`src/hdl/ddrp_pkg.sv`:
```
package ddrp_pkg;

  // =========================================================
  // bus widths
  localparam int CA_W      = 10;
  localparam int DQ_W      = 32;
  localparam int LANES     = 4;
  localparam int LANES_X16 = 2;
  localparam int BYTE_W    = 8;
  localparam int BANK_W    = 3;
  localparam int ROW_W     = 14;
  localparam int COL_W     = 10;
  localparam int CMD_W     = 2 * CA_W;
  localparam int FIFO_DEPTH = 8;

  // =========================================================
  // field positions inside the two command halves
  localparam int BANK_LSB    = 7;  // rising half, 3 bits
  localparam int ROW_HI_LSB  = 2;  // rising half, 5 bits
  localparam int ROW_HI_W    = 5;
  localparam int ROW_LO_W    = 9;  // falling half, bits 8:0
  localparam int COL_LSB     = 1;  // falling half, col[9:1]
  localparam int COL_X32_TOP = 9;  // column bit unused in x32

  // =========================================================
  // reset values
  localparam logic [CA_W-1:0] CA_RST   = 10'h000;
  localparam logic [DQ_W-1:0] DQ_RST   = 32'h0000_0000;
  localparam logic [LANES-1:0] LANE_RST = 4'h0;

  // command capture states
  typedef enum logic [2:0] {
    ST_DOWN = 3'b001,
    ST_IDLE = 3'b010,
    ST_HALF = 3'b100
  } ddrp_state_t;

endpackage : ddrp_pkg

```
`src/hdl/ddrp_stream_if.sv`:
```
`timescale 1ns/10ps
interface ddrp_stream_if #(
  parameter int W = 8
);
  logic         valid;
  logic         ready;
  logic [W-1:0] data;

  modport src (output valid, output data, input ready);
  modport snk (input valid, input data, output ready);
endinterface : ddrp_stream_if

```
`src/hdl/ddrp_fifo.sv`:
```
`timescale 1ns/10ps
module ddrp_fifo #(
  parameter int W     = 8,
  parameter int DEPTH = 8
) (
  input  wire logic   clk,   // core clock
  input  wire logic   rst,   // async reset, active high
  ddrp_stream_if.snk  wr,    // filling side
  ddrp_stream_if.src  rd     // draining side
);
  localparam int AW = $clog2(DEPTH);

  logic [W-1:0]  mem [DEPTH];
  logic [AW-1:0] wp_q;
  logic [AW-1:0] rp_q;
  logic [AW:0]   cnt_q;
  logic          push;
  logic          pop;

  // =========================================================
  // handshakes: full and empty come straight from the count
  assign wr.ready = (cnt_q != (AW+1)'(DEPTH));
  assign rd.valid = (cnt_q != '0);
  assign rd.data  = mem[rp_q];
  assign push     = wr.valid & wr.ready;
  assign pop      = rd.valid & rd.ready;

  // storage has no reset; only pointers matter
  always_ff @(posedge clk) begin
    if (push) begin
      mem[wp_q] <= wr.data;
    end
  end

  // pointer and occupancy bookkeeping
  always_ff @(posedge clk or posedge rst) begin
    if (rst) begin
      wp_q  <= '0;
      rp_q  <= '0;
      cnt_q <= '0;
    end else begin
      if (push) wp_q <= AW'((wp_q + 1'b1) % DEPTH);
      if (pop)  rp_q <= AW'((rp_q + 1'b1) % DEPTH);
      cnt_q <= cnt_q + {{AW{1'b0}}, push} - {{AW{1'b0}}, pop};
    end
  end
endmodule : ddrp_fifo

```
`src/hdl/ddrp_sync.sv`:
```
`timescale 1ns/10ps
module ddrp_sync #(
  parameter int W = 1
) (
  input  wire logic         clk,   // core clock
  input  wire logic         rst,   // async reset, active high
  input  wire logic [W-1:0] d,     // asynchronous level
  output logic      [W-1:0] q      // synchronised level
);
  logic [W-1:0] meta_q;

  // =========================================================
  // two stages; the first is read by the second only
  always_ff @(posedge clk or posedge rst) begin
    if (rst) begin
      meta_q <= '0;
      q      <= '0;
    end else begin
      meta_q <= d;
      q      <= meta_q;
    end
  end
endmodule : ddrp_sync

```
`src/hdl/ddrp_top.sv`:
```
`timescale 1ns/10ps
// Functional notes
// - command/address bus is captured on both link clock edges
// - chip select and clock enable are taken on rising edges only
// - rising edge: true rises, complement low; falling: true falls, comp high
// - clock enable low stops capture, input paths and output drivers
// - a command is chip select, clock enable and both bus halves together
// - read data edge aligned with device strobe; writes use host strobe
// - each strobe pair times one byte lane, lanes 2-3 only in x32
// - a write byte whose mask is high with its beat is discarded
// - write masks are sampled on both edges of the true strobe
// - mask bit n covers byte lane n; masks 2-3 only in x32
// - in x16 upper data, masks 2-3 and strobes 2-3 are ignored
// - boundary scan is active only while scan enable is high
// - row address is 14 bits in both widths
// - x16 uses column bits 0 to 9
// - x32 uses column bits 0 to 8
// - lowest column bit is never carried and always reads zero
// - unused address positions on the bus are ignored
// - one command occupies one link clock cycle, both edges
// - eight banks selected by a 3-bit bank address
module ddrp_top (
  input  wire logic                         core_clk,       // core clock
  input  wire logic                         sys_rst,        // async reset
  input  wire logic                         cfg_x32,        // 1 = x32 mode
  // link clock and command pins
  input  wire logic                         clk_true,       // clock, true
  input  wire logic                         clk_comp,       // clock, comp
  input  wire logic                         cke_in,         // clock enable
  input  wire logic                         cs_n_in,        // chip select
  input  wire logic [ddrp_pkg::CA_W-1:0]    cmd_addr_bus,   // ddr cmd/addr
  input  wire logic                         scan_enable_in, // scan enable
  // data pins, split into in/out/enable
  input  wire logic [ddrp_pkg::DQ_W-1:0]    dq_in,          // data in
  output logic      [ddrp_pkg::DQ_W-1:0]    dq_out,         // data out
  output logic      [ddrp_pkg::DQ_W-1:0]    dq_oe,          // data drive
  input  wire logic [ddrp_pkg::LANES-1:0]   dqs_t_in,       // strobe true
  input  wire logic [ddrp_pkg::LANES-1:0]   dqs_c_in,       // strobe comp
  output logic      [ddrp_pkg::LANES-1:0]   dqs_t_out,      // strobe true
  output logic      [ddrp_pkg::LANES-1:0]   dqs_c_out,      // strobe comp
  output logic      [ddrp_pkg::LANES-1:0]   dqs_oe,         // strobe drive
  input  wire logic [ddrp_pkg::LANES-1:0]   write_mask,     // byte masks
  // decoded command stream toward the core
  output logic                              cmd_valid,      // command ready
  input  wire logic                         cmd_ready,      // core takes it
  output logic      [ddrp_pkg::CA_W-1:0]    cmd_rise,       // rising half
  output logic      [ddrp_pkg::CA_W-1:0]    cmd_fall,       // falling half
  output logic      [ddrp_pkg::BANK_W-1:0]  bank_sel,       // bank address
  output logic      [ddrp_pkg::ROW_W-1:0]   row_addr,       // row address
  output logic      [ddrp_pkg::COL_W-1:0]   col_addr,       // column addr
  output logic                              cmd_overflow,   // sticky loss
  input  wire logic                         overflow_clr,   // clear pulse
  // write beats toward the core
  output logic                              wr_valid,       // beat pulse
  output logic      [ddrp_pkg::DQ_W-1:0]    wr_data,        // beat data
  output logic      [ddrp_pkg::LANES-1:0]   wr_byte_en,     // kept bytes
  // read beats from the core
  input  wire logic                         rd_drive,       // read window
  input  wire logic                         rd_beat,        // beat strobe
  input  wire logic [ddrp_pkg::DQ_W-1:0]    rd_data,        // beat data
  // status
  output logic                              clk_active,     // cke level
  output logic                              scan_active     // scan mode
);

  // =========================================================
  // synchronise every pin before any logic reads it
  localparam int SYN_W = 2 + 2 + ddrp_pkg::CA_W + 1 + ddrp_pkg::DQ_W
                         + 3 * ddrp_pkg::LANES;

  logic [ddrp_pkg::CA_W-1:0]  ca_s;
  logic [ddrp_pkg::DQ_W-1:0]  dq_s;
  logic [ddrp_pkg::LANES-1:0] dqs_t_s;
  logic [ddrp_pkg::LANES-1:0] dqs_c_s;
  logic [ddrp_pkg::LANES-1:0] mask_s;
  logic                       ckt_s;
  logic                       ckc_s;
  logic                       cke_s;
  logic                       cs_n_s;
  logic                       scan_s;

  ddrp_sync #(.W(SYN_W)) u_sync (
    .clk (core_clk),
    .rst (sys_rst),
    .d   ({clk_true, clk_comp, cke_in, cs_n_in, cmd_addr_bus,
           scan_enable_in, dq_in, dqs_t_in, dqs_c_in, write_mask}),
    .q   ({ckt_s, ckc_s, cke_s, cs_n_s, ca_s,
           scan_s, dq_s, dqs_t_s, dqs_c_s, mask_s})
  );

  // =========================================================
  // link clock edge finding
  logic ckt_p_q;
  logic link_rise;
  logic link_fall;

  always_ff @(posedge core_clk or posedge sys_rst) begin
    if (sys_rst) ckt_p_q <= 1'b0;
    else         ckt_p_q <= ckt_s;
  end

  assign link_rise = ckt_s & ~ckt_p_q & ~ckc_s;
  assign link_fall = ~ckt_s & ckt_p_q & ckc_s;

  // =========================================================
  // command capture state machine
  ddrp_pkg::ddrp_state_t     st_q;
  ddrp_pkg::ddrp_state_t     st_d;
  logic                      cke_q;
  logic [ddrp_pkg::CA_W-1:0] rise_q;
  logic                      push;
  logic                      fifo_ok;
  logic                      sel_hit;

  // sdr inputs: cs and cke only at the rising edge
  assign sel_hit = link_rise & cke_s & ~cs_n_s;
  // one command spans a rising and the following falling edge
  assign push    = (st_q == ddrp_pkg::ST_HALF) & link_fall;

  always_comb begin
    st_d = st_q;
    unique case (st_q)
      ddrp_pkg::ST_DOWN: begin
        // a select at the waking edge is already a command
        if (sel_hit)                st_d = ddrp_pkg::ST_HALF;
        else if (link_rise & cke_s) st_d = ddrp_pkg::ST_IDLE;
      end
      ddrp_pkg::ST_IDLE: begin
        // command needs cs, cke and the bus together
        if (link_rise & ~cke_s) st_d = ddrp_pkg::ST_DOWN;
        else if (sel_hit)       st_d = ddrp_pkg::ST_HALF;
      end
      ddrp_pkg::ST_HALF: begin
        if (link_fall) st_d = ddrp_pkg::ST_IDLE;
      end
      default: st_d = ddrp_pkg::ST_DOWN;
    endcase
  end

  // cke is sampled only on a rising link edge
  always_ff @(posedge core_clk or posedge sys_rst) begin
    if (sys_rst) begin
      st_q  <= ddrp_pkg::ST_DOWN;
      cke_q <= 1'b0;
    end else begin
      st_q <= st_d;
      if (link_rise) cke_q <= cke_s;
    end
  end

  // rising half held until the falling half arrives
  always_ff @(posedge core_clk or posedge sys_rst) begin
    if (sys_rst)      rise_q <= ddrp_pkg::CA_RST;
    else if (sel_hit) rise_q <= ca_s;
  end

  // a full queue cannot stall the far end: the loss is flagged
  always_ff @(posedge core_clk or posedge sys_rst) begin
    if (sys_rst) cmd_overflow <= 1'b0;
    else         cmd_overflow <= (push & ~fifo_ok) |
                                 (cmd_overflow & ~overflow_clr);
  end

  // =========================================================
  // command queue
  ddrp_stream_if #(.W(ddrp_pkg::CMD_W)) q_in  ();
  ddrp_stream_if #(.W(ddrp_pkg::CMD_W)) q_out ();

  // falling half taken live at the falling edge
  assign q_in.valid = push;
  assign q_in.data  = {ca_s, rise_q};
  assign fifo_ok    = q_in.ready;
  assign q_out.ready = cmd_ready;

  ddrp_fifo #(.W(ddrp_pkg::CMD_W), .DEPTH(ddrp_pkg::FIFO_DEPTH)) u_fifo (
    .clk (core_clk),
    .rst (sys_rst),
    .wr  (q_in),
    .rd  (q_out)
  );

  assign cmd_valid = q_out.valid;
  assign cmd_rise  = q_out.data[ddrp_pkg::CA_W-1:0];
  assign cmd_fall  = q_out.data[ddrp_pkg::CMD_W-1:ddrp_pkg::CA_W];

  // =========================================================
  // address fields
  // eight banks
  assign bank_sel = cmd_rise[ddrp_pkg::BANK_LSB +: ddrp_pkg::BANK_W];
  // fourteen row bits in both widths
  assign row_addr = {cmd_rise[ddrp_pkg::ROW_HI_LSB +: ddrp_pkg::ROW_HI_W],
                     cmd_fall[ddrp_pkg::ROW_LO_W-1:0]};

  // column width per mode, bit 0 implied zero
  function automatic logic [ddrp_pkg::COL_W-1:0] col_of(
    input logic [ddrp_pkg::CA_W-1:0] fall,
    input logic                      x32
  );
    logic [ddrp_pkg::COL_W-1:0] c;
    c = {fall[ddrp_pkg::CA_W-1:ddrp_pkg::COL_LSB], 1'b0};
    if (x32) c[ddrp_pkg::COL_X32_TOP] = 1'b0;
    return c;
  endfunction : col_of

  assign col_addr = col_of(cmd_fall, cfg_x32);

  // =========================================================
  // lane helpers
  // only the low two lanes live in x16
  function automatic logic [ddrp_pkg::LANES-1:0] lanes_of(
    input logic x32
  );
    logic [ddrp_pkg::LANES-1:0] l;
    l = x32 ? {ddrp_pkg::LANES{1'b1}}
            : ddrp_pkg::LANES'({ddrp_pkg::LANES_X16{1'b1}});
    return l;
  endfunction : lanes_of

  function automatic logic [ddrp_pkg::DQ_W-1:0] bytes_of(
    input logic [ddrp_pkg::LANES-1:0] l
  );
    logic [ddrp_pkg::DQ_W-1:0] b;
    b = '0;
    for (int i = 0; i < ddrp_pkg::LANES; i++) begin
      b[i*ddrp_pkg::BYTE_W +: ddrp_pkg::BYTE_W] = {ddrp_pkg::BYTE_W{l[i]}};
    end
    return b;
  endfunction : bytes_of

  logic [ddrp_pkg::LANES-1:0] lane_on;
  logic                       io_on;

  assign lane_on = lanes_of(cfg_x32);
  // input buffers and drivers follow the sampled cke
  assign io_on   = cke_q;

  // =========================================================
  // write path: each lane times on its own true strobe
  logic [ddrp_pkg::LANES-1:0] dqs_p_q;
  logic [ddrp_pkg::LANES-1:0] lane_hit;
  logic [ddrp_pkg::DQ_W-1:0]  wr_data_d;
  logic [ddrp_pkg::LANES-1:0] wr_be_d;
  // pin echo lasts the synchroniser depth plus the edge register
  localparam int ECHO_N = 3;
  logic [ECHO_N-1:0]          echo_q;
  logic                       rd_echo;
  logic                       drive_q;

  always_ff @(posedge core_clk or posedge sys_rst) begin
    if (sys_rst) begin
      dqs_p_q <= ddrp_pkg::LANE_RST;
      echo_q  <= '0;
    end else begin
      dqs_p_q <= dqs_t_s;
      echo_q  <= {echo_q[ECHO_N-2:0], drive_q};
    end
  end

  // both edges of the host strobe, lane by lane; our own
  // read strobe comes back late through the synchroniser, so mask it
  assign rd_echo  = drive_q | (|echo_q);
  assign lane_hit = (dqs_t_s ^ dqs_p_q) & (dqs_t_s ^ dqs_c_s) & lane_on
                    & {ddrp_pkg::LANES{io_on & ~rd_echo}};

  always_comb begin
    wr_data_d = wr_data;
    wr_be_d   = wr_byte_en;
    for (int i = 0; i < ddrp_pkg::LANES; i++) begin
      if (lane_hit[i]) begin
        wr_data_d[i*ddrp_pkg::BYTE_W +: ddrp_pkg::BYTE_W] =
          dq_s[i*ddrp_pkg::BYTE_W +: ddrp_pkg::BYTE_W];
        wr_be_d[i] = ~mask_s[i];
      end
    end
  end

  // data and enables held until the next beat
  always_ff @(posedge core_clk or posedge sys_rst) begin
    if (sys_rst) begin
      wr_data    <= ddrp_pkg::DQ_RST;
      wr_byte_en <= ddrp_pkg::LANE_RST;
      wr_valid   <= 1'b0;
    end else begin
      wr_data    <= wr_data_d;
      wr_byte_en <= wr_be_d;
      wr_valid   <= lane_hit[0];
    end
  end

  // =========================================================
  // read path: data and strobe change together
  logic [ddrp_pkg::LANES-1:0] dqs_t_q;

  // edge aligned: strobe toggles with each new beat
  always_ff @(posedge core_clk or posedge sys_rst) begin
    if (sys_rst) begin
      dq_out  <= ddrp_pkg::DQ_RST;
      dqs_t_q <= ddrp_pkg::LANE_RST;
      drive_q <= 1'b0;
    end else begin
      drive_q <= rd_drive & io_on;
      if (rd_beat & rd_drive & io_on) begin
        dq_out  <= rd_data & bytes_of(lane_on);
        dqs_t_q <= ~dqs_t_q & lane_on;
      end else if (~rd_drive) begin
        dqs_t_q <= ddrp_pkg::LANE_RST;
      end
    end
  end

  // drivers off when cke is low or the lane is unused
  assign dqs_t_out = dqs_t_q;
  assign dqs_c_out = ~dqs_t_q & lane_on;
  assign dqs_oe    = {ddrp_pkg::LANES{drive_q}} & lane_on;
  assign dq_oe     = {ddrp_pkg::DQ_W{drive_q}} & bytes_of(lane_on);

  // =========================================================
  // status
  assign clk_active  = cke_q;
  // scan only while the pin is high
  assign scan_active = scan_s;

endmodule : ddrp_top
```
`config.mk`:
```
export PLATFORM = sky130hd
export DESIGN_NAME = ddrp_top
export DESIGN_NICKNAME = d
export VERILOG_FILES = /design/src/hdl/ddrp_pkg.sv /design/src/hdl/ddrp_stream_if.sv /design/src/hdl/ddrp_fifo.sv /design/src/hdl/ddrp_sync.sv /design/src/hdl/ddrp_top.sv
export SDC_FILE = /design/constraint.sdc
export NUM_CORES = 1
export LEC_CHECK = 0
export BUFFER_PORTS_ARGS = -buffer_cell sky130_fd_sc_hd__buf_2
export CAP_MARGIN = 10
export CORE_ASPECT_RATIO = 2
export CORE_UTILIZATION = 40
export CTS_CLUSTER_DIAMETER = 120
export DETAILED_ROUTE_END_ITERATION = 10
export GPL_TIMING_DRIVEN = 0
export PLACE_DENSITY = 0.7
export SLEW_MARGIN = 30
export SYNTH_ARGS = -nofsm -noshare
export SYNTH_HDL_FRONTEND = slang
export SYNTH_SLANG_ARGS = --single-unit
export TNS_END_PERCENT = 100
```
`constraint.sdc`:
```
create_clock -name core_clk -period 8.9 [get_ports core_clk]
set_input_delay 0.89 -clock core_clk [delete_from_list [all_inputs] [get_ports core_clk]]
set_output_delay 0.89 -clock core_clk [all_outputs]
set_load 0.05 [all_outputs]
```
After elaboration in Yosys (flattened, before gate mapping)
Memory sizes are Yosys's and may differ from the RTL's.
Index checks and enable logic that the tools add are counted.
{"block": "word_totals", "reg_bits": 225, "n_memories": 1, "ramBits": 160}
{"memory": "u_fifo.mem", "words": 8, "word_bits": 20, "rd": 1, "rd_clocked_by_memory_dff": 0, "write_ports": 1, "line": "ddrp_fifo.sv:13", "source": "logic [W-1:0] mem [DEPTH];"}
{"block": "classes", "n_addsub": 4, "reduce_logical": 3, "n_bitwise": 40, "eq_ne": 8, "muxes": 12}
{"cell": "AND 32 bit", "count": 2}
{"cell": "AND 4 bit", "count": 5}
{"cell": "AND 1 bit", "count": 16}
{"cell": "2-to-1 mux 3 bit", "count": 5}
{"cell": "2-to-1 mux 4 bit", "count": 3}
{"cell": "inverter 1 bit", "count": 12}
{"cell": "one-hot mux 3 bit (3 select lines)", "count": 1}
{"cell": "bitwise XOR 4 bit", "count": 2}
{"cell": "adder 3 x 1 -> 3 bit (second input constant)", "count": 2}
{"cell": "!= test 3 bit (second input constant)", "count": 2}
{"cell": "adder 4 x 1 -> 4 bit", "count": 1}
{"cell": "!= test 4 bit (second input constant)", "count": 1}
{"cell": "inverter 4 bit", "count": 1}
{"cell": "nonzero test 4 bit", "count": 1}
{"cell": "subtractor 4 x 1 -> 4 bit", "count": 1}
{"cell": "equality test 3 x 1 -> 1 bit (second input constant)", "count": 1}
{"cell": "equality test 3 x 2 -> 1 bit (second input constant)", "count": 1}
{"cell": "equality test 3 bit (second input constant)", "count": 1}
{"cell": "2-to-1 mux 1 bit", "count": 3}
{"cell": "AND reduction 3 bit", "count": 1}
{"cell": "OR reduction 3 bit", "count": 1}
{"cell": "!= test 2 x 1 -> 1 bit (second input constant)", "count": 1}
{"cell": "!= test 2 bit (second input constant)", "count": 1}
{"cell": "OR 1 bit", "count": 2}

Longest topological paths before layout
Gate-level depths: netlist of run 1.
{"block": "logic_depth", "depth_word": 8, "depth_mapped": 11, "ltp_nobuf": 11}

Hierarchy
From an unflattened synthesis of run 1, not the netlist that was laid out.
{"block": "hier_totals", "cells_unflattened": 752, "hier_area_um2": 13958.4}
{"mod": "ddrp_fifo", "cells_each": 290, "seq_area_each_um2": 5054.8, "n_inst": 1, "area_per_inst_um2": 6742.7}
{"mod": "ddrp_top", "cells_each": 343, "seq_area_each_um2": 2428.6, "n_inst": 1, "area_per_inst_um2": 4259.1}
{"mod": "ddrp_sync", "cells_each": 119, "seq_area_each_um2": 2952.8, "n_inst": 1, "area_per_inst_um2": 2956.6}

Worst setup path before layout of run 1
OpenSTA, ideal clock, no wires.
{"block": "synth_timing", "kind": "input to output", "from": "input cfg_x32", "to": "output dq_oe[17] in the netlist's numbering", "arrival_time_ns": 2.497, "path_buffers": 3, "cell_stages": 4, "slack_ns": 5.513, "required_ns": 8.010, "path_cell_list": "clkbuf_1 > clkbuf_1 > and2_1 > buf_4"}
{"block": "synth_via", "elab_chain_cells": 2}
{"item": "start: declaration", "line": "ddrp_top.sv:25", "source": "input wire logic cfg_x32,"}
{"item": "2-to-1 mux 4 bit", "line": "ddrp_top.sv:214", "source": "l = x32 ? {ddrp_pkg::LANES{1'b1}}"}
{"item": "AND 32 bit", "line": "ddrp_top.sv:315", "source": "assign dq_oe = {ddrp_pkg::DQ_W{drive_q}} & bytes_of(lane_on);"}
{"item": "end: declaration", "line": "ddrp_top.sv:36", "source": "output logic [ddrp_pkg::DQ_W-1:0] dq_oe,"}
No other way between the ends.

Worst setup path in the final report of run 1
{"block": "layout_timing", "from": "input cfg_x32", "to": "output dq_oe[18] in the netlist's numbering"}
The elaborated chain is that of the path after synthesis.

==> results of run 1 <==
==> cells by family (layout without fill, tap and decap cells) <==
| family | after synthesis | in the layout |
|---|---|---|
| buffers and inverters | 106 | 436 |
| AOI/OAI and AO/OA | 35 | 35 |
| adders and majority gates | 9 | 9 |
| other | 1 | 4 |
| muxes | 127 | 127 |
| DFF | 385 | 385 |
| and+or+nand+nor | 82 | 82 |
| xor gates and xnor gates | 6 | 6 |
==> metrics by stage <==
stage	worst slack [ps]	area (um2)
after floorplan	1850	14000
after global placement	-476	15800
after detailed placement	4970	16100
after CTS	4960	17200
after global routing	4900	17200
final	5040	17200
==> synth_stat cells (2+ instances only) <==
library cell and instances:
or3b_2 3, nand4b_1 2, mux2_2 80, dfrtp_1 224, nor2b_1 3, o21ai_0 20, o211ai_2 2, and2_1 2
nor3_1 2, nand2b_1 5, mux4_1 39, clkbuf_1 8, and3b_1 5, edfxtp_1 160, nand4_1 2, nor3b_1 6
a21oi_1 6, inv_1 21, buf_2 4, nor2_1 8, o2111a_1 2, buf_1 3, buf_4 64, buf_6 6
ha_1 8, xnor2_1 4, nand2_1 35, nand3_1 4, xor2_1 2, mux2i_1 8
==> area by class of cell <==
cell class	instances	area, um2	area share
plain buffers	85	609	0.0353
flip-flops and latches	385	10400	0.605
well taps	441	552	0.0320
inverters	21	86.3	0.00501
multi-input cells	260	2910	0.169
clock inverters	16	239	0.0139
repair buffers	274	1550	0.0901
diodes	3	7.51	0.000435
clock buffers	40	850	0.0493
==> flip-flops by register name, summed over array words and instances, names as in the netlist, 3 cells and up <==
signal	count
dq_out	32
dqs_p_q	4
dqs_t_out	4
echo_q	3
rise_q	10
st_q	3
u_fifo.cnt_q	4
u_fifo.mem	160
u_fifo.rp_q	3
u_fifo.wp_q	3
u_sync.meta_q	59
u_sync.q	59
wr_byte_en	4
wr_data	32
==> critical path, cell delays in order <==
cell	delay, ps
buf_2	140
clkbuf_1	350
clkbuf_1	560
and2_1	570
buf_4	200
buf_2	250
==> power by group through the flow <==
| stage | clock [uW] | sequential, uW | combinational, uW |
|---|---|---|---|
| 2_1_floorplan | 0 | 2610 | 1360 |
| 3_3_place_gp | 0 | 2190 | 2270 |
| 3_5_place_dp | 0 | 2200 | 2300 |
| 4_1_cts | 1480 | 2160 | 2300 |
| 5_1_grt | 1540 | 2190 | 2370 |
| 6_report | 1440 | 2160 | 2260 |
==> layout by cell type (no fill, tap or decap), types with 7 or more instances in the layout <==
master,instances
buf_2,264
dfrtp_1,224
edfxtp_1,160
mux2_2,80
buf_4,70
mux4_1,39
nand2_1,35
clkbuf_16,31
o21ai_0,20
inv_1,20
clkbuf_1,13
mux2i_1,8
ha_1,8
buf_16,7
==> worst min path at each step <==
stage / from / endpoint
2_1_floorplan: u_sync.meta_q[0] / u_sync.q[0]
3_3_place_gp: u_sync.meta_q[35] / u_sync.q[35]
3_5_place_dp: u_sync.meta_q[13] / u_sync.q[13]
4_1_cts: sys_rst / u_sync.q[7]
5_1_grt: sys_rst / dqs_t_out[0]
6_report: sys_rst / wr_byte_en[2]
==> routing by layer <==
metal  GRT usage  vias up  routed length, um
met1       0.154     3564               8990
met3      0.0188       43               1020
met4      0.0598        0                813
met5           0        -                  0
met2       0.318      197              16300
li1            -     3307                  -
==> out/qor.yml, run 1 <==
placement:
  place.gp.congestion: 0.793
  numPortBuffers: 260
  dpl.hpwl_um: 20100
  placed_cells: 1466
clock_network:
  cts.clk_slew.worst_paths_ps: 70
  numCtsBuffers: 30
  worstSkewPairLatency_ps: 560
  cts.repair.resized: 0
  tritoncts: "yes"
  ctsHoldBuffers: 0
  clkSinkCount: 385
  cts_buffer_depth: 3
  cts_root_buffer: "clkbuf_16"
  postCtsSetupRepairBufs: 0
  ctsHtreeMaxLevel: 1
logic_synthesis:
  synthFlopType: "dfrtp_1"
  netlist_instances: 751
  synth_edf_count: 160
  synth_top_cell_area_share: 0.401
  synth_cell_type_count: 43
  seq_area_frac_synth: 0.747
  yosys.area.top_type: "dfrtp_1"
  synth-compound-area-share: 0.0153
  synth-adder-area-share: 0.00859
  syn-num-nets: 858
  syn-cell-area_um2: 14000
  yosys.area_share.simple: 0.0326
  synth_top_family_by_area: "multiplexers"
  synth_top_cells_by_area: "dfrtp_1 (40%), edfxtp_1 (34%), mux4_1 (7.3%)"
  yosys_warnings: 0
  async_flop_share: 0.584
  avgSynthCellArea_um2: 18.6
  synthMuxAreaShare: 0.144
  ys_ff_latch: 385
  synthXorXnorAreaFrac: 0.00376
die:
  dieArea_um2: 35700
  fp.coreArea_um2: 34400
  ios: 262
  initial_core_util: 0.407
  rows: 96
  die-height_um: 266
  die_width_um: 134
outcome:
  status: "completed"
finish:
  syn2layout_area_growth_pct: 23.4
  final_cells: 1525
  final_nets: 1164
  final_layout_size_suffix_gt1_frac: 0.457
  fin_util: 0.502
  nFillCells: 2879
power:
  switchingPower_uw: 2270
  total_power_uw: 5870
  pwr_density_cell_nw_per_um2: 341
  intPower_uw: 3600
  p_leak_uw: 0.00753
  clockPowerShare: 0.246
  pwr-share-comb: 0.386
  p_sw_frac: 0.387
  p_seq_frac: 0.368
  ir_worst_vdd_mv: 0.205
routing:
  post_drt_via_cell_ratio: 4.66
  num_vias: 7111
  ant_nets: 0
  drt-wirelength-per-cell_um: 17.8
  dr.pass1.iters: 4
  drc: 0
  drt_iter0_drc: 280
  wirelength_um: 27100
critical_path:
  worstReg2RegEnd: "u_fifo.cnt_q[2]"
  critPathLaunchType: "input pin"
  cp-startpoint: "cfg_x32"
  worst-setup-path-type: "in -> out"
  ff2ff_setup_slack_ps: 6260
  regToRegStartpoint: "u_fifo.cnt_q[2]"
  ff2ff_path_depth: 11
  cp_data_arrival_time_ps: 2970
  path_max_fanout: 18
  crit_required_ps: 8010
  worstSetupEndpointType: "output port"
  cp-endpoint: "dq_oe[18]"
sta:
  min_period_ps: 3860
  skew_ps: 16.7
  clock.fmax_mhz: 259
  worst_slew_pin_slew_ps: 785
  rsz0062_at_grt: "no"
  min_period_over_period: 0.434
  final_max_slew_viol_count: 0
  fin_tns_setup_ps: 0
  relSlewSlack: 0.477
  worst_hold_slack_ps: 326
  final_hold_viol_count: 0
  setup_viol: 0
global_route:
  grt_pass1_wl_um: 41600
  overflow: 0
  grt_max_degree: 97
  grt_pass1_vias: 7375
  antenna_found_initial: 3
  track_usage: 0.156
flow_run:
  maxCapViolCount: 0
hold_path:
  min_path_type: "in -> async"
Power figures use the tool's default switching activity.
==> inputs of run 2 (changes only) <==
--- a/config.mk
+++ b/config.mk
@@ -12,7 +12,7 @@
 export CTS_CLUSTER_DIAMETER = 120
 export DETAILED_ROUTE_END_ITERATION = 10
 export GPL_TIMING_DRIVEN = 0
-export PLACE_DENSITY = 0.7
+export PLACE_DENSITY = 0.72
 export SLEW_MARGIN = 30
 export SYNTH_ARGS = -nofsm -noshare
 export SYNTH_HDL_FRONTEND = slang
==> constraint.sdc (replaced) <==
create_clock -name core_clk -period 3.5 [get_ports core_clk]
set_input_delay 0.35 -clock core_clk [delete_from_list [all_inputs] [get_ports core_clk]]
set_output_delay 0.35 -clock core_clk [all_outputs]
set_load 0.05 [all_outputs]
==> out/qor.yml, run 2 (synthesis results as in run 1) <==
die:
  ios: 262  # unchanged
  rows: 96  # unchanged
  dieArea_um2: 35700  # unchanged
  die-height_um: 266  # unchanged
  fp.coreArea_um2: 34400  # unchanged
  die_width_um: 134  # unchanged
  initial_core_util: 0.407  # unchanged
sta:
  min_period_ps: 3130
  min_period_over_period: 0.895
  skew_ps: 10.7  # -6.04 ps
  relSlewSlack: 0.397  # -0.0801
  final_hold_viol_count: 0  # unchanged
  final_max_slew_viol_count: 0  # unchanged
  clock.fmax_mhz: 319
  rsz0062_at_grt: "no"
  worst_slew_pin_slew_ps: 905  # +120 ps
  setup_ws_ps: 368  # -4670 ps
  setup_viol: 0  # unchanged
critical_path:
  worstReg2RegEnd: "u_fifo.mem[0][13]"
  critPathLaunchType: "register"
  worst-setup-path-type: "reg -> out"
  ff2ff_path_depth: 8  # -3
  path_max_fanout: 10  # -8
  cp_data_arrival_time_ps: 2780  # -190 ps
  regToRegStartpoint: "u_fifo.cnt_q[2]"
  worstSetupEndpointType: "output port"
  ff2ff_setup_slack_ps: 950  # -5310 ps
  crit_required_ps: 3150  # -4860 ps
power:
  clockPowerShare: 0.231  # -0.015
  ir_worst_vdd_mv: 0.667  # +220%
  p_sw_frac: 0.395  # +0.00808
  total_power_uw: 14800  # +150%
  p_seq_frac: 0.372  # +0.004
  switchingPower_uw: 5860  # +160%
  pwr_density_cell_nw_per_um2: 824  # +140%
  pwr-share-comb: 0.396  # +0.010
  p_leak_uw: 0.00785  # +4.2%
  intPower_uw: 8970  # +150%
finish:
  final_common_cell: "buf_2"
  finalInstanceArea_um2: 18000  # +4.4%
  final_nets: 1243  # +6.8%
  largest_reg_flops: 160  # unchanged
  largest-register: "u_fifo.mem"
  layout_common_cells: "buf_2 (264), dfrtp_1 (224), edfxtp_1 (160)"
  reg.largest.list: "u_fifo.mem (160), u_sync.meta_q (59), u_sync.q (59)"
  fin_util: 0.524  # +0.0220
  final_layout_size_suffix_gt1_frac: 0.426  # -0.0308
  syn2layout_area_growth_pct: 28.8
clock_network:
  cts.repair.resized: 0  # unchanged
  tritoncts: "yes"
  cts_buffer_depth: 3  # unchanged
  postCtsSetupRepairBufs: 0  # unchanged
  ctsHtreeMaxLevel: 1  # unchanged
  cts.clk_slew.worst_paths_ps: 70  # about the same
  clkSinkCount: 385  # unchanged
  numCtsBuffers: 30  # unchanged
  worstSkewPairLatency_ps: 560  # about the same
  cts_root_buffer: "clkbuf_16"
placement:
  dpl.hpwl_um: 20800  # +3.5%
  place.gp.congestion: 0.828  # +4.5%
  dpl_cell_area_um2: 16300  # +0.77%
  numPortBuffers: 260  # unchanged
  place_ws_ps: 674  # -4290 ps
hold_path:
  hp-start: "rd_data[14]"
  hold_path_depth: 2
  min_path_type: "in -> reg"
  hold_end: "dq_out[14]"
routing:
  wirelength_um: 29100  # +7.1%
  drc: 0  # unchanged
  wl_met2_um: 17200  # +5.7%
  routed.top_layer: "met4"
  wirelength_met1_um: 9580  # +6.5%
  ant_nets: 0  # unchanged
  dr_wl_met3_um: 1270  # +25%
  dr.pass1.iters: 4  # unchanged
  num_vias: 7515  # +5.7%
  post_drt_via_cell_ratio: 4.69  # +0.66%
  drt-wirelength-per-cell_um: 18.1  # +2.0%
  drt_iter0_drc: 362  # +29%
global_route:
  antenna_found_initial: 1  # -2
  grt_max_degree: 34  # -65%
  overflow: 0  # unchanged
  grt_pass1_wl_um: 44900  # +7.8%
  track_usage: 0.168  # +0.0122
  grt_pass1_vias: 8163  # +11%
flow_run:
  maxCapViolCount: 0  # unchanged
outcome:
  status: "completed"
[run 2: worst max-delay path, stage by stage, from the launching register on]
cell and delay (ps):
dfrtp_1 350, buf_4 160, clkbuf_1 610, mux4_1 430, mux2_2 320, buf_4 140, buf_2 200
[run 2: layout make-up]
| class | instances | area [um2] |
|---|---|---|
| multi-input combinational | 260 | 2910 |
| clock inverter | 7 | 61.3 |
| sequential | 385 | 10400 |
| tap | 441 | 552 |
| fill | 2746 | 16400 |
| timing repair buffer | 353 | 2410 |
| clock buffer | 48 | 933 |
| antenna | 1 | 2.50 |
| buffer | 85 | 609 |
| inverter | 21 | 82.6 |
[run 2: routing by layer]
metal  track usage  vias to the layer above
li1              -                     3454
met1         0.164                     3761
met2         0.341                      249
met3        0.0219                       51
met4        0.0683                        0
met5             0                        -
[run 2: repair_timing]
action / 4_1_cts / 5_1_grt
setup endpoints to repair: 0 / 0
hold endpoints to repair: 92 / 0
hold buffers: 73 / 0
[run 2: power by group through the flow]
stage | Sequential, uW | Clock, uW | Combinational, uW
floorplan | 6640 | 0 | 3470
global placement | 5570 | 0 | 5780
detailed placement | 5600 | 0 | 5880
CTS | 5520 | 3520 | 5960
global route | 5590 | 3670 | 6150
finish | 5520 | 3430 | 5880
[run 2: metrics by stage]
| stage | TNS [ps] | instances | hold WS [ps] |
|---|---|---|---|
| 3_5_place_dp | 0 | 1472 | 335 |
| 6_report | 0 | 1601 | 32.4 |
| 4_1_cts | 0 | 1600 | 0.485 |
| 2_1_floorplan | 0 | 751 | 331 |
| 3_3_place_gp | -262820 | 1452 | 331 |
| 5_1_grt | 0 | 1601 | 9.14 |
[run 2: worst max-delay path by stage]
stage          slack [ps]           start      endpoint  cells past startpoint
2_1_floorplan         210         sys_rst       ckt_p_q                      1
3_3_place_gp        -1050         sys_rst  u_sync.q[45]                      2
3_5_place_dp          670         cfg_x32     dqs_oe[2]                      6
4_1_cts               270  u_fifo.rp_q[1]   row_addr[4]                      6
5_1_grt               240  u_fifo.rp_q[1]   col_addr[4]                      6
6_report              370  u_fifo.rp_q[1]   col_addr[7]                      6
